$ cat src/timer_pin_pkg.sv
// Shared constants and carrier types for the timer output pin block.
// Assumes one clock domain and plain-port configuration from software.
package timer_pin_pkg;

   localparam int NUM_CHANNELS = 3;
   localparam int PINS_PER_CH = 4;
   localparam int PIN_A = 0;
   localparam int PIN_B = 1;
   localparam int PIN_C = 2;
   localparam int PIN_D = 3;
   localparam int CNT_WIDTH = 16;
   localparam logic [15:0] CNT_RESET = 16'h0000;
   localparam logic [15:0] CNT_ONE = 16'h0001;
   localparam logic RESET_LEVEL = 1'b0;
   localparam logic NONACTIVE_LEVEL = 1'b1;
   localparam int PHASE_FIRST_CH = 1;

   // Operating mode encoding
   typedef enum logic [1:0] {
      MODE_NORMAL = 2'h0,
      MODE_PWM1 = 2'h1,
      MODE_PWM2 = 2'h2,
      MODE_PHASE = 2'h3
   } op_mode_type;

   // One I/O control setting for one pin
   typedef struct packed {
      logic enable;
      logic initial_level;
      logic match_level;
   } io_ctrl_type;

   // Port logic setting for one pin
   typedef struct packed {
      logic port_mode_timer;
      logic port_direction_out;
      logic port_output_data;
   } port_ctrl_type;

   // Pin drive bundle
   typedef struct packed {
      logic out;
      logic oe_b;
   } pin_drive_type;

endpackage

$ cat src/multi_function_timer.sv
// Output pin stage of a three-channel timer: modes, pin levels, port hand-over.
// Assumes software drives the plain control ports in the documented order.
//
// How it works
// Reset: timer outputs low, pins undriven
// Pin starts at initial level, match changes it
// PWM1 leaves B and D pins undriven
// PWM2 cycle register pin gets no waveform
// PWM2 cycle register is the A register
// Software uses port output for undriven pins
// Software sets mode, levels, routing, then starts
// On error, software forces port non-active output
// Then software clears the count start bit
// With counting stopped, set mode unless unchanged
// Then rewrite I/O control to set levels
// Then route pins back to the timer
// Finally set count start bit again
// Active level low, non-active level high
// Phase counting only on channels 1 and 2
module multi_function_timer #(
   parameter int NUM_CH = timer_pin_pkg::NUM_CHANNELS,
   parameter int CNT_W = timer_pin_pkg::CNT_WIDTH
) (
   // Clock and reset
   input wire logic clk_i,
   input wire logic rst_b_i,
   // Mode and counting control
   input wire timer_pin_pkg::op_mode_type mode_i [NUM_CH],
   input wire logic [NUM_CH-1:0] count_start_bit_i,
   input wire logic [CNT_W-1:0] period_i [NUM_CH],
   input wire logic [CNT_W-1:0] compare_i [NUM_CH][timer_pin_pkg::PINS_PER_CH],
   // Pin level control
   input wire logic [NUM_CH-1:0] io_init_stb_i,
   input wire timer_pin_pkg::io_ctrl_type timer_io_control_setting_i
      [NUM_CH][timer_pin_pkg::PINS_PER_CH],
   // Port and pin function control
   input wire timer_pin_pkg::port_ctrl_type port_ctrl_i [NUM_CH][timer_pin_pkg::PINS_PER_CH],
   // Pins and status
   output timer_pin_pkg::pin_drive_type pin_o [NUM_CH][timer_pin_pkg::PINS_PER_CH],
   output logic [timer_pin_pkg::PINS_PER_CH-1:0] timer_level_o [NUM_CH],
   output timer_pin_pkg::op_mode_type mode_o [NUM_CH],
   output logic [NUM_CH-1:0] running_o
);

   ////////////////////////////////////////////////////////////////////////////
   // Helpers

   // Phase counting allowed only from channel 1 up
   function automatic logic mode_legal(input int ch, input timer_pin_pkg::op_mode_type m);
      mode_legal = (m != timer_pin_pkg::MODE_PHASE) || (ch >= timer_pin_pkg::PHASE_FIRST_CH);
   endfunction

   // Whether a pin may carry a waveform in a mode
   function automatic logic wave_ok(input timer_pin_pkg::op_mode_type m, input int pin);
      case (m)
         timer_pin_pkg::MODE_PWM1: begin
            wave_ok = (pin != timer_pin_pkg::PIN_B) && (pin != timer_pin_pkg::PIN_D);
         end
         timer_pin_pkg::MODE_PWM2: begin
            wave_ok = (pin != timer_pin_pkg::PIN_A);
         end
         default: begin
            wave_ok = 1'b1;
         end
      endcase
   endfunction

   ////////////////////////////////////////////////////////////////////////////
   // Mode latch and counters

   timer_pin_pkg::op_mode_type mode_q [NUM_CH];
   timer_pin_pkg::op_mode_type mode_d [NUM_CH];
   logic [CNT_W-1:0] cnt_q [NUM_CH];
   logic [CNT_W-1:0] cnt_d [NUM_CH];
   logic [timer_pin_pkg::PINS_PER_CH-1:0] match [NUM_CH];

   always_comb begin
      for (int c = 0; c < NUM_CH; c++) begin
         mode_d[c] = mode_q[c];
         cnt_d[c] = cnt_q[c];
         // Mode is taken only while stopped
         if (!count_start_bit_i[c] && mode_legal(c, mode_i[c])) begin
            mode_d[c] = mode_i[c];
         end
         if (count_start_bit_i[c]) begin
            if (cnt_q[c] >= period_i[c]) begin
               cnt_d[c] = CNT_W'(timer_pin_pkg::CNT_RESET);
            end else begin
               cnt_d[c] = cnt_q[c] + CNT_W'(timer_pin_pkg::CNT_ONE);
            end
         end
         for (int p = 0; p < timer_pin_pkg::PINS_PER_CH; p++) begin
            match[c][p] = count_start_bit_i[c] && (cnt_q[c] == compare_i[c][p]);
         end
      end
   end

   always_ff @(posedge clk_i or negedge rst_b_i) begin
      if (!rst_b_i) begin
         for (int c = 0; c < NUM_CH; c++) begin
            mode_q[c] <= timer_pin_pkg::MODE_NORMAL;
            cnt_q[c] <= CNT_W'(timer_pin_pkg::CNT_RESET);
         end
      end else begin
         mode_q <= mode_d;
         cnt_q <= cnt_d;
      end
   end

   ////////////////////////////////////////////////////////////////////////////
   // Pins

   for (genvar c = 0; c < NUM_CH; c++) begin : g_ch
      for (genvar p = 0; p < timer_pin_pkg::PINS_PER_CH; p++) begin : g_pin
         timer_pin_cell u_cell (
            .clk_i(clk_i),
            .rst_b_i(rst_b_i),
            .init_stb_i(io_init_stb_i[c]),
            .match_i(match[c][p]),
            .wave_allowed_i(wave_ok(mode_q[c], p)),
            .io_ctrl_i(timer_io_control_setting_i[c][p]),
            .port_ctrl_i(port_ctrl_i[c][p]),
            .pin_o(pin_o[c][p]),
            .level_o(timer_level_o[c][p])
         );
      end
      assign mode_o[c] = mode_q[c];
      assign running_o[c] = count_start_bit_i[c];
   end

endmodule

$ cat src/timer_pin_cell.sv
// One timer output pin: timer level latch plus port multiplexer.
// Assumes compare match pulses and control levels synchronous to clk_i.
module timer_pin_cell (
   // Clock and reset
   input wire logic clk_i,
   input wire logic rst_b_i,
   // Timer side
   input wire logic init_stb_i,
   input wire logic match_i,
   input wire logic wave_allowed_i,
   input wire timer_pin_pkg::io_ctrl_type io_ctrl_i,
   // Port side
   input wire timer_pin_pkg::port_ctrl_type port_ctrl_i,
   // Pin
   output timer_pin_pkg::pin_drive_type pin_o,
   output logic level_o
);

   logic level_q;
   logic level_d;
   timer_pin_pkg::pin_drive_type pin_q;
   timer_pin_pkg::pin_drive_type pin_d;

   always_comb begin
      level_d = level_q;
      if (init_stb_i && wave_allowed_i && io_ctrl_i.enable) begin
         level_d = io_ctrl_i.initial_level;
      end else if (match_i && wave_allowed_i && io_ctrl_i.enable) begin
         level_d = io_ctrl_i.match_level;
      end
   end

   always_comb begin
      pin_d.out = timer_pin_pkg::RESET_LEVEL;
      pin_d.oe_b = 1'b1;
      if (port_ctrl_i.port_mode_timer) begin
         if (wave_allowed_i && io_ctrl_i.enable) begin
            pin_d.out = level_q;
            pin_d.oe_b = 1'b0;
         end // undriven otherwise
      end else if (port_ctrl_i.port_direction_out) begin
         pin_d.out = port_ctrl_i.port_output_data;
         pin_d.oe_b = 1'b0;
      end
   end

   always_ff @(posedge clk_i or negedge rst_b_i) begin
      if (!rst_b_i) begin
         level_q <= timer_pin_pkg::RESET_LEVEL;
         pin_q.out <= timer_pin_pkg::RESET_LEVEL;
         pin_q.oe_b <= 1'b1;
      end else begin
         level_q <= level_d;
         pin_q <= pin_d;
      end
   end

   assign pin_o = pin_q;
   assign level_o = level_q;

endmodule

$ cat config.mk
export PLATFORM = sky130hd
export DESIGN_NAME = multi_function_timer
export DESIGN_NICKNAME = d
export VERILOG_FILES = /design/src/timer_pin_pkg.sv /design/src/multi_function_timer.sv /design/src/timer_pin_cell.sv
export SDC_FILE = /design/constraint.sdc
export NUM_CORES = 1
export LEC_CHECK = 0
export CAP_MARGIN = 10
export CORE_AREA = 2 2 143 145
export CTS_CLUSTER_DIAMETER = 50
export DETAILED_ROUTE_END_ITERATION = 16
export DIE_AREA = 0 0 145 147
export DONT_BUFFER_PORTS = 1
export PLACE_DENSITY_LB_ADDON = 0.1
export SLEW_MARGIN = 30
export SYNTH_ARGS = -nofsm -noshare
export SYNTH_HDL_FRONTEND = slang
export SYNTH_HIERARCHICAL = 1
export SYNTH_SLANG_ARGS = --single-unit
$ cat constraint.sdc
create_clock -name clk_i -period 2.1 [get_ports clk_i]
set_input_delay 0.42 -clock clk_i [delete_from_list [all_inputs] [get_ports clk_i]]
set_output_delay 0.42 -clock clk_i [all_outputs]
set_load 0.03 [all_outputs]
==> results of run 1 <==
[through the flow]
step	power, mW	hold slack, ns	instances	utilization	worst slack [ns]
6_report	6.75	-0.248	1232	0.470	-0.00263
5_1_grt	7.19	-0.266	1232	0.470	-0.0539
4_1_cts	6.74	-0.265	1226	0.455	0.00382
3_5_place_dp	4.92	0.127	1210	0.438	-0.248
3_3_place_gp	4.91	0.128	1210	0.438	-0.289
2_1_floorplan	4.24	0.124	927	-	0.00598
[final timing paths]
check	start	endpoint	slack [ns]	cells after the start
worst max-delay path	cnt_q[3]	g_ch[2].g_pin[2].u_cell/level_o	-0.003	9
worst min-delay path	rst_b_i	mode_o[1]	-0.25	0
worst max register to register	cnt_q[3]	g_ch[2].g_pin[2].u_cell/level_o	-0.003	9
worst min register to register	cnt_q[0]	cnt_q[0]	0.58	2
max in group asynchronous	rst_b_i	g_ch[1].g_pin[2].u_cell/pin_o[0]	2.08	0
min in group clk_i	port_ctrl_i[14]	g_ch[1].g_pin[3].u_cell/pin_o[0]	0.11	1
[cell type report]
type                       count  area (µm²)  area share
multi-input combinational    719        5520       0.592
timing repair buffer          77         643      0.0690
clock inverter                 7        90.1     0.00966
inverter                      60         225      0.0242
sequential                    90        2290       0.245
clock buffer                   9         225      0.0242
tap                          270         338      0.0362
[where the power goes]
| group | internal, mW | switching, mW | leakage (nW) | total [mW] |
|---|---|---|---|---|
| clock | 0.960 | 0.801 | 0.156 | 1.76 |
| combinational | 1.19 | 1.19 | 3.01 | 2.38 |
| sequential | 2.00 | 0.609 | 1.09 | 2.61 |
[cells by family (layout without fill, tap and decap cells)]
logic type               after synthesis  after routing  synth area share
XOR/XNOR                             224            224             0.244
flip-flops                            90             90             0.282
multiplexers                           7              7           0.00934
buffers and inverters                119            153            0.0676
adder cells (fa/ha/maj)               51             51            0.0794
AO/OA/AOI/OAI                        119            119             0.121
AND/OR/NAND/NOR                      305            306             0.196
other                                  1             12          0.000467
[cell usage after synthesis, types with 2 or more instances]
cell	instances	area, µm²
nor4_1	33	206
o2111ai_1	2	17.5
and4_1	2	17.5
clkinv_1	2	7.51
and3_1	13	81.3
buf_4	12	90.1
nand2_1	86	323
nand4_1	43	269
buf_2	21	105
dfrtp_1	78	1950
a31oi_1	15	93.8
o211ai_2	12	150
nand2b_1	8	50.1
nor3_1	26	130
a21oi_1	23	115
inv_1	58	218
xnor2_1	58	508
xor2_1	166	1450
mux2_2	4	45.0
o211ai_1	3	22.5
dfstp_2	12	315
nor2_1	47	176
o2bb2ai_1	5	43.8
a41oi_2	12	195
nand3_1	14	70.1
clkbuf_1	22	82.6
o21ai_0	15	75.1
buf_6	2	22.5
mux2i_1	3	30.0
o22ai_1	15	93.8
a211oi_1	5	37.5
ha_1	51	638
nor2b_1	24	150
[what timing repair did]
action                                  in CTS  in global routing
resized for setup                            8                 52
endpoints found under the setup margin      30                 56
cloned                                       0                  1
pin swaps                                    4                 17
buffers inserted                             0                  5
hold endpoints to repair                    90                 90
[critical path, cell delays in order (launching register included)]
cell	delay, ns
dfrtp_1	0.44
buf_4	0.20
xor2_1	0.16
nor4_1	0.33
nand4_1	0.19
nor3_4	0.22
buf_4	0.16
nor2b_1	0.05
a41oi_2	0.16
o211ai_2	0.09
[layer usage]
layer,routed length (µm),GRT usage,share of wire
met1,11100,0.309,0.43
met2,12500,0.384,0.49
met3,1300,0.0357,0.051
met4,650,0.0827,0.025
met5,0,0,0
[flip-flops by register name, indices dropped and copies added (netlist names)]
| name | flops |
|---|---|
| g_ch.g_pin.u_cell/level_o | 12 |
| mode_o | 6 |
| cnt_q | 48 |
| g_ch.g_pin.u_cell/pin_o | 24 |
==> impl_metrics.py, run 1 <==
metrics = {
    "finish": {
        "mostFrequentLayoutCells": "xor2_1, nand2_1, buf_4",
        "layout_commonest_cell": "xor2_1",
        "nFillCells": 1988,
        "num-nets-final": 1334,
        "n_antenna_cell": 0,
        "syn2layout_area_growth_pct": 16.1,
        "design_area_um2": 9330,
        "drive_above_1_share": 0.203,
    },
    "place": {
        "dp_hpwl_um": 20800,
        "place_congestion": 0.924,
        "place_area_um2": 8690,
        "port_buffers": 0,
    },
    "die": {
        "dieWidth_um": 145,
        "ios": 371,
        "die_h_um": 147,
        "fp-row-count": 52,
        "design.die.area_um2": 21300,
        "coreArea_um2": 19800,
        "start_util": 0.405,
    },
    "worst_setup_path": {
        "arrival_ns": 2.34,
        "critPathCaptureType": "flip-flop",
        "required_ns": 2.34,
        "start_kind": "flip-flop",
        "criticalPathCategory": "reg -> reg",
        "worstPathMaxFanout": 6,
    },
    "sta": {
        "finalSetupTns_ns": -0.00263,
        "max_freq_mhz": 476,
        "finalCritPeriodShare": 1.00,
        "final_max_slew_viol_count": 0,
        "timing.hold.ws_ns": -0.248,
        "finalSetupViolCount": 1,
        "hold_viol": 90,
        "period_minus_slack_ns": 2.10,
        "setup_slack_ns": -0.00263,
        "grt_setup_unrepaired": "yes",
        "finClkSkew_ns": 0.0187,
    },
    "global_routing": {
        "grt_usage": 0.232,
        "grt_pass1_vias": 6793,
        "antenna_found_initial": 0,
        "grt_pass1_wl_um": 38300,
        "grt_overflow": 0,
        "grt_max_degree": 91,
    },
    "synth": {
        "yosysWarnings": 6,
        "ys_seq_area_frac": 0.282,
        "synth_cell_type_count": 57,
        "synth_edf_count": 0,
        "yosys_register_bits": 90,
        "syn_area_um2": 8040,
        "synthArstFlopShare": 1.00,
        "ys.flop_type": "dfrtp_1",
        "synth_cells": 916,
        "syn_area_per_cell_um2": 8.77,
    },
    "power": {
        "leakage_nw": 4.26,
        "peakVddDrop_mv": 0.367,
        "power_density_nw_per_um2": 724,
    },
    "route": {
        "avgRoutedWirePerCell_um": 20.7,
        "drt_iter0_drc": 342,
        "drt_wl_total_um": 25500,
        "drt_first_pass_iters": 5,
        "via_per_inst": 5.47,
        "vias": 6738,
        "drc": 0,
        "antenna_left": 0,
    },
    "run_status": {
        "violations": "negative hold slack, negative setup slack",
        "status": "finished with violations",
    },
    "cts": {
        "clockRootBuffer": "clkbuf_16",
        "insertion_delay_ns": 0.36,
        "numCtsBuffers": 9,
        "cts_tree": "yes",
        "cts_sinks": 90,
        "cts.path.max_buffers": 2,
        "clkSlewWorstSetupHoldPaths_ns": 0.08,
        "htreeDepth": 3,
    },
    "hold_path": {
        "min_path_type": "in -> async",
    },
    "job": {
        "maxCapViolCount": 0,
    },
}
Note: power is estimated with default switching activity, not from simulation.
==> run 2: changes to the inputs <==
- clock period: 2.1 -> 2 ns (I/O delays scaled with it)
==> impl_metrics.py, run 2 (synthesis gave the netlist of run 1 again) <==
metrics = {
    "sta": {
        "final_max_slew_viol_count": 0,
        "timing.hold.ws_ns": -0.260,
        "hold_viol": 90,
        "grt_setup_unrepaired": "yes",
        "finalCritPeriodShare": 1.04,
        "period_minus_slack_ns": 2.08,
        "finalSetupViolCount": 6,
        "max_freq_mhz": 480,
        "setup_slack_ns": -0.0833,
        "finClkSkew_ns": 0.0120,
    },
    "worst_setup_path": {
        "worstPathMaxFanout": 3,
        "required_ns": 2.24,
        "critPathCaptureType": "flip-flop",
        "arrival_ns": 2.32,
        "reg2reg_depth": 8,
        "start_kind": "flip-flop",
        "criticalPathCategory": "reg -> reg",
    },
    "cts": {
        "clkSlewWorstSetupHoldPaths_ns": 0.08,
        "cts_sinks": 90,
        "insertion_delay_ns": 0.35,
        "clockRootBuffer": "clkbuf_16",
        "numCtsBuffers": 9,
        "cts.path.max_buffers": 2,
        "cts_tree": "yes",
        "htreeDepth": 3,
    },
    "die": {
        "design.die.area_um2": 21300,
        "dieWidth_um": 145,
        "die_h_um": 147,
        "ios": 371,
        "coreArea_um2": 19800,
        "start_util": 0.405,
        "fp-row-count": 52,
    },
    "route": {
        "routed-wl-met3_um": 1710,
        "top_layer": "met4",
        "wl_met1_um": 11400,
        "vias": 7026,
        "avgRoutedWirePerCell_um": 20.7,
        "drt_wl_total_um": 26900,
        "via_per_inst": 5.40,
        "antenna_left": 0,
        "wl_met2_um": 13100,
        "drt_first_pass_iters": 5,
        "drc": 0,
        "drt_iter0_drc": 404,
    },
    "finish": {
        "multi_input_area_um2": 5950,
        "final_util": 0.523,
        "n_antenna_cell": 0,
        "num-nets-final": 1402,
        "mostFrequentLayoutCells": "xor2_1, buf_4, nand2_1",
        "largest_register_ffs": 48,
        "regArea_um2": 2300,
        "drive_above_1_share": 0.340,
        "nFillCells": 1837,
        "syn2layout_area_growth_pct": 29.2,
        "regMostFlops": "cnt_q",
        "layout_commonest_cell": "xor2_1",
    },
    "hold_path": {
        "min_path_type": "in -> async",
    },
    "power": {
        "peakVddDrop_mv": 0.376,
        "clock_power_share": 0.228,
        "comb_power_share": 0.407,
        "p_seq_frac": 0.365,
        "power_switching_mw": 2.93,
        "power_density_nw_per_um2": 726,
        "switching_share": 0.388,
        "intPower_mw": 4.61,
        "power_mw": 7.53,
        "leakage_nw": 4.65,
    },
    "place": {
        "place_congestion": 0.898,
        "place_ws_ns": -0.243,
        "port_buffers": 0,
        "dp_hpwl_um": 21100,
    },
    "global_routing": {
        "grt_max_degree": 91,
        "grt_pass1_vias": 7030,
        "antenna_found_initial": 0,
        "grt_usage": 0.238,
        "grt_overflow": 0,
        "grt_pass1_wl_um": 39400,
    },
    "run_status": {
        "violations": "negative hold slack, negative setup slack",
        "status": "finished with violations",
    },
    "job": {
        "maxCapViolCount": 0,
    },
}
run 2: layout make-up:
class | count | share of cell area
Clock inverter | 7 | 0.00651
Tap cell | 270 | 0.0326
Clock buffer | 9 | 0.0217
Timing Repair Buffer | 145 | 0.123
Multi-Input combinational cell | 719 | 0.573
Inverter | 60 | 0.0219
Sequential cell | 90 | 0.222
run 2: worst max-delay path, cell delays in order (launching register included):
cell and delay [ns]:
dfrtp_2 0.47, xor2_2 0.18, nor4_2 0.32, nand4_1 0.26
nor4_2 0.27, buf_4 0.16, nor2b_2 0.04, a41oi_2 0.17
o211ai_2 0.11
run 2: power by group through the flow:
stage,combinational (mW),sequential (mW),clock (mW)
3_5_place_dp,2.46,2.77,0
5_1_grt,3.35,2.79,1.85
3_3_place_gp,2.44,2.78,0
2_1_floorplan,1.97,2.48,0
6_report,3.06,2.75,1.72
4_1_cts,2.67,2.75,1.77
run 2: final timing paths:
| check | startpoint | endpoint | slack (ns) |
|---|---|---|---|
| max | cnt_q[43] | g_ch[0].g_pin[2].u_cell/level_o | -0.08 |
| min | rst_b_i | g_ch[2].g_pin[2].u_cell/level_o | -0.26 |
| max reg2reg | cnt_q[43] | g_ch[0].g_pin[2].u_cell/level_o | -0.08 |
| min reg2reg | cnt_q[16] | cnt_q[16] | 0.67 |
| max in group asynchronous | rst_b_i | g_ch[1].g_pin[0].u_cell/pin_o[0] | 2.02 |
| min in group clk_i | port_ctrl_i[26] | g_ch[0].g_pin[3].u_cell/pin_o[0] | 0.09 |
run 2: through the flow:
step                      instance area, µm²  std cells  TNS [ns]
after floorplan                         8090        927  -0.00183
after global placement                  8850       1232     -6.29
after detailed placement                8850       1232     -6.50
after CTS                               9570       1274   -0.0833
after global routing                   10400       1300     -4.43
final                                  10400       1300    -0.156
run 2: repair_timing:
item / 4_1_cts / 5_1_grt
buffers inserted: 27 / 27
pin swaps: 47 / 86
setup endpoints to repair: 55 / 59
gates resized for setup: 56 / 120
hold endpoints to repair: 90 / 90
cloned: 0 / 2
run 2: per-layer routing:
metal,track usage,vias up
met2,0.394,263
li1,-,3344
met5,0,-
met3,0.0484,46
met1,0.309,3373
met4,0.0856,0
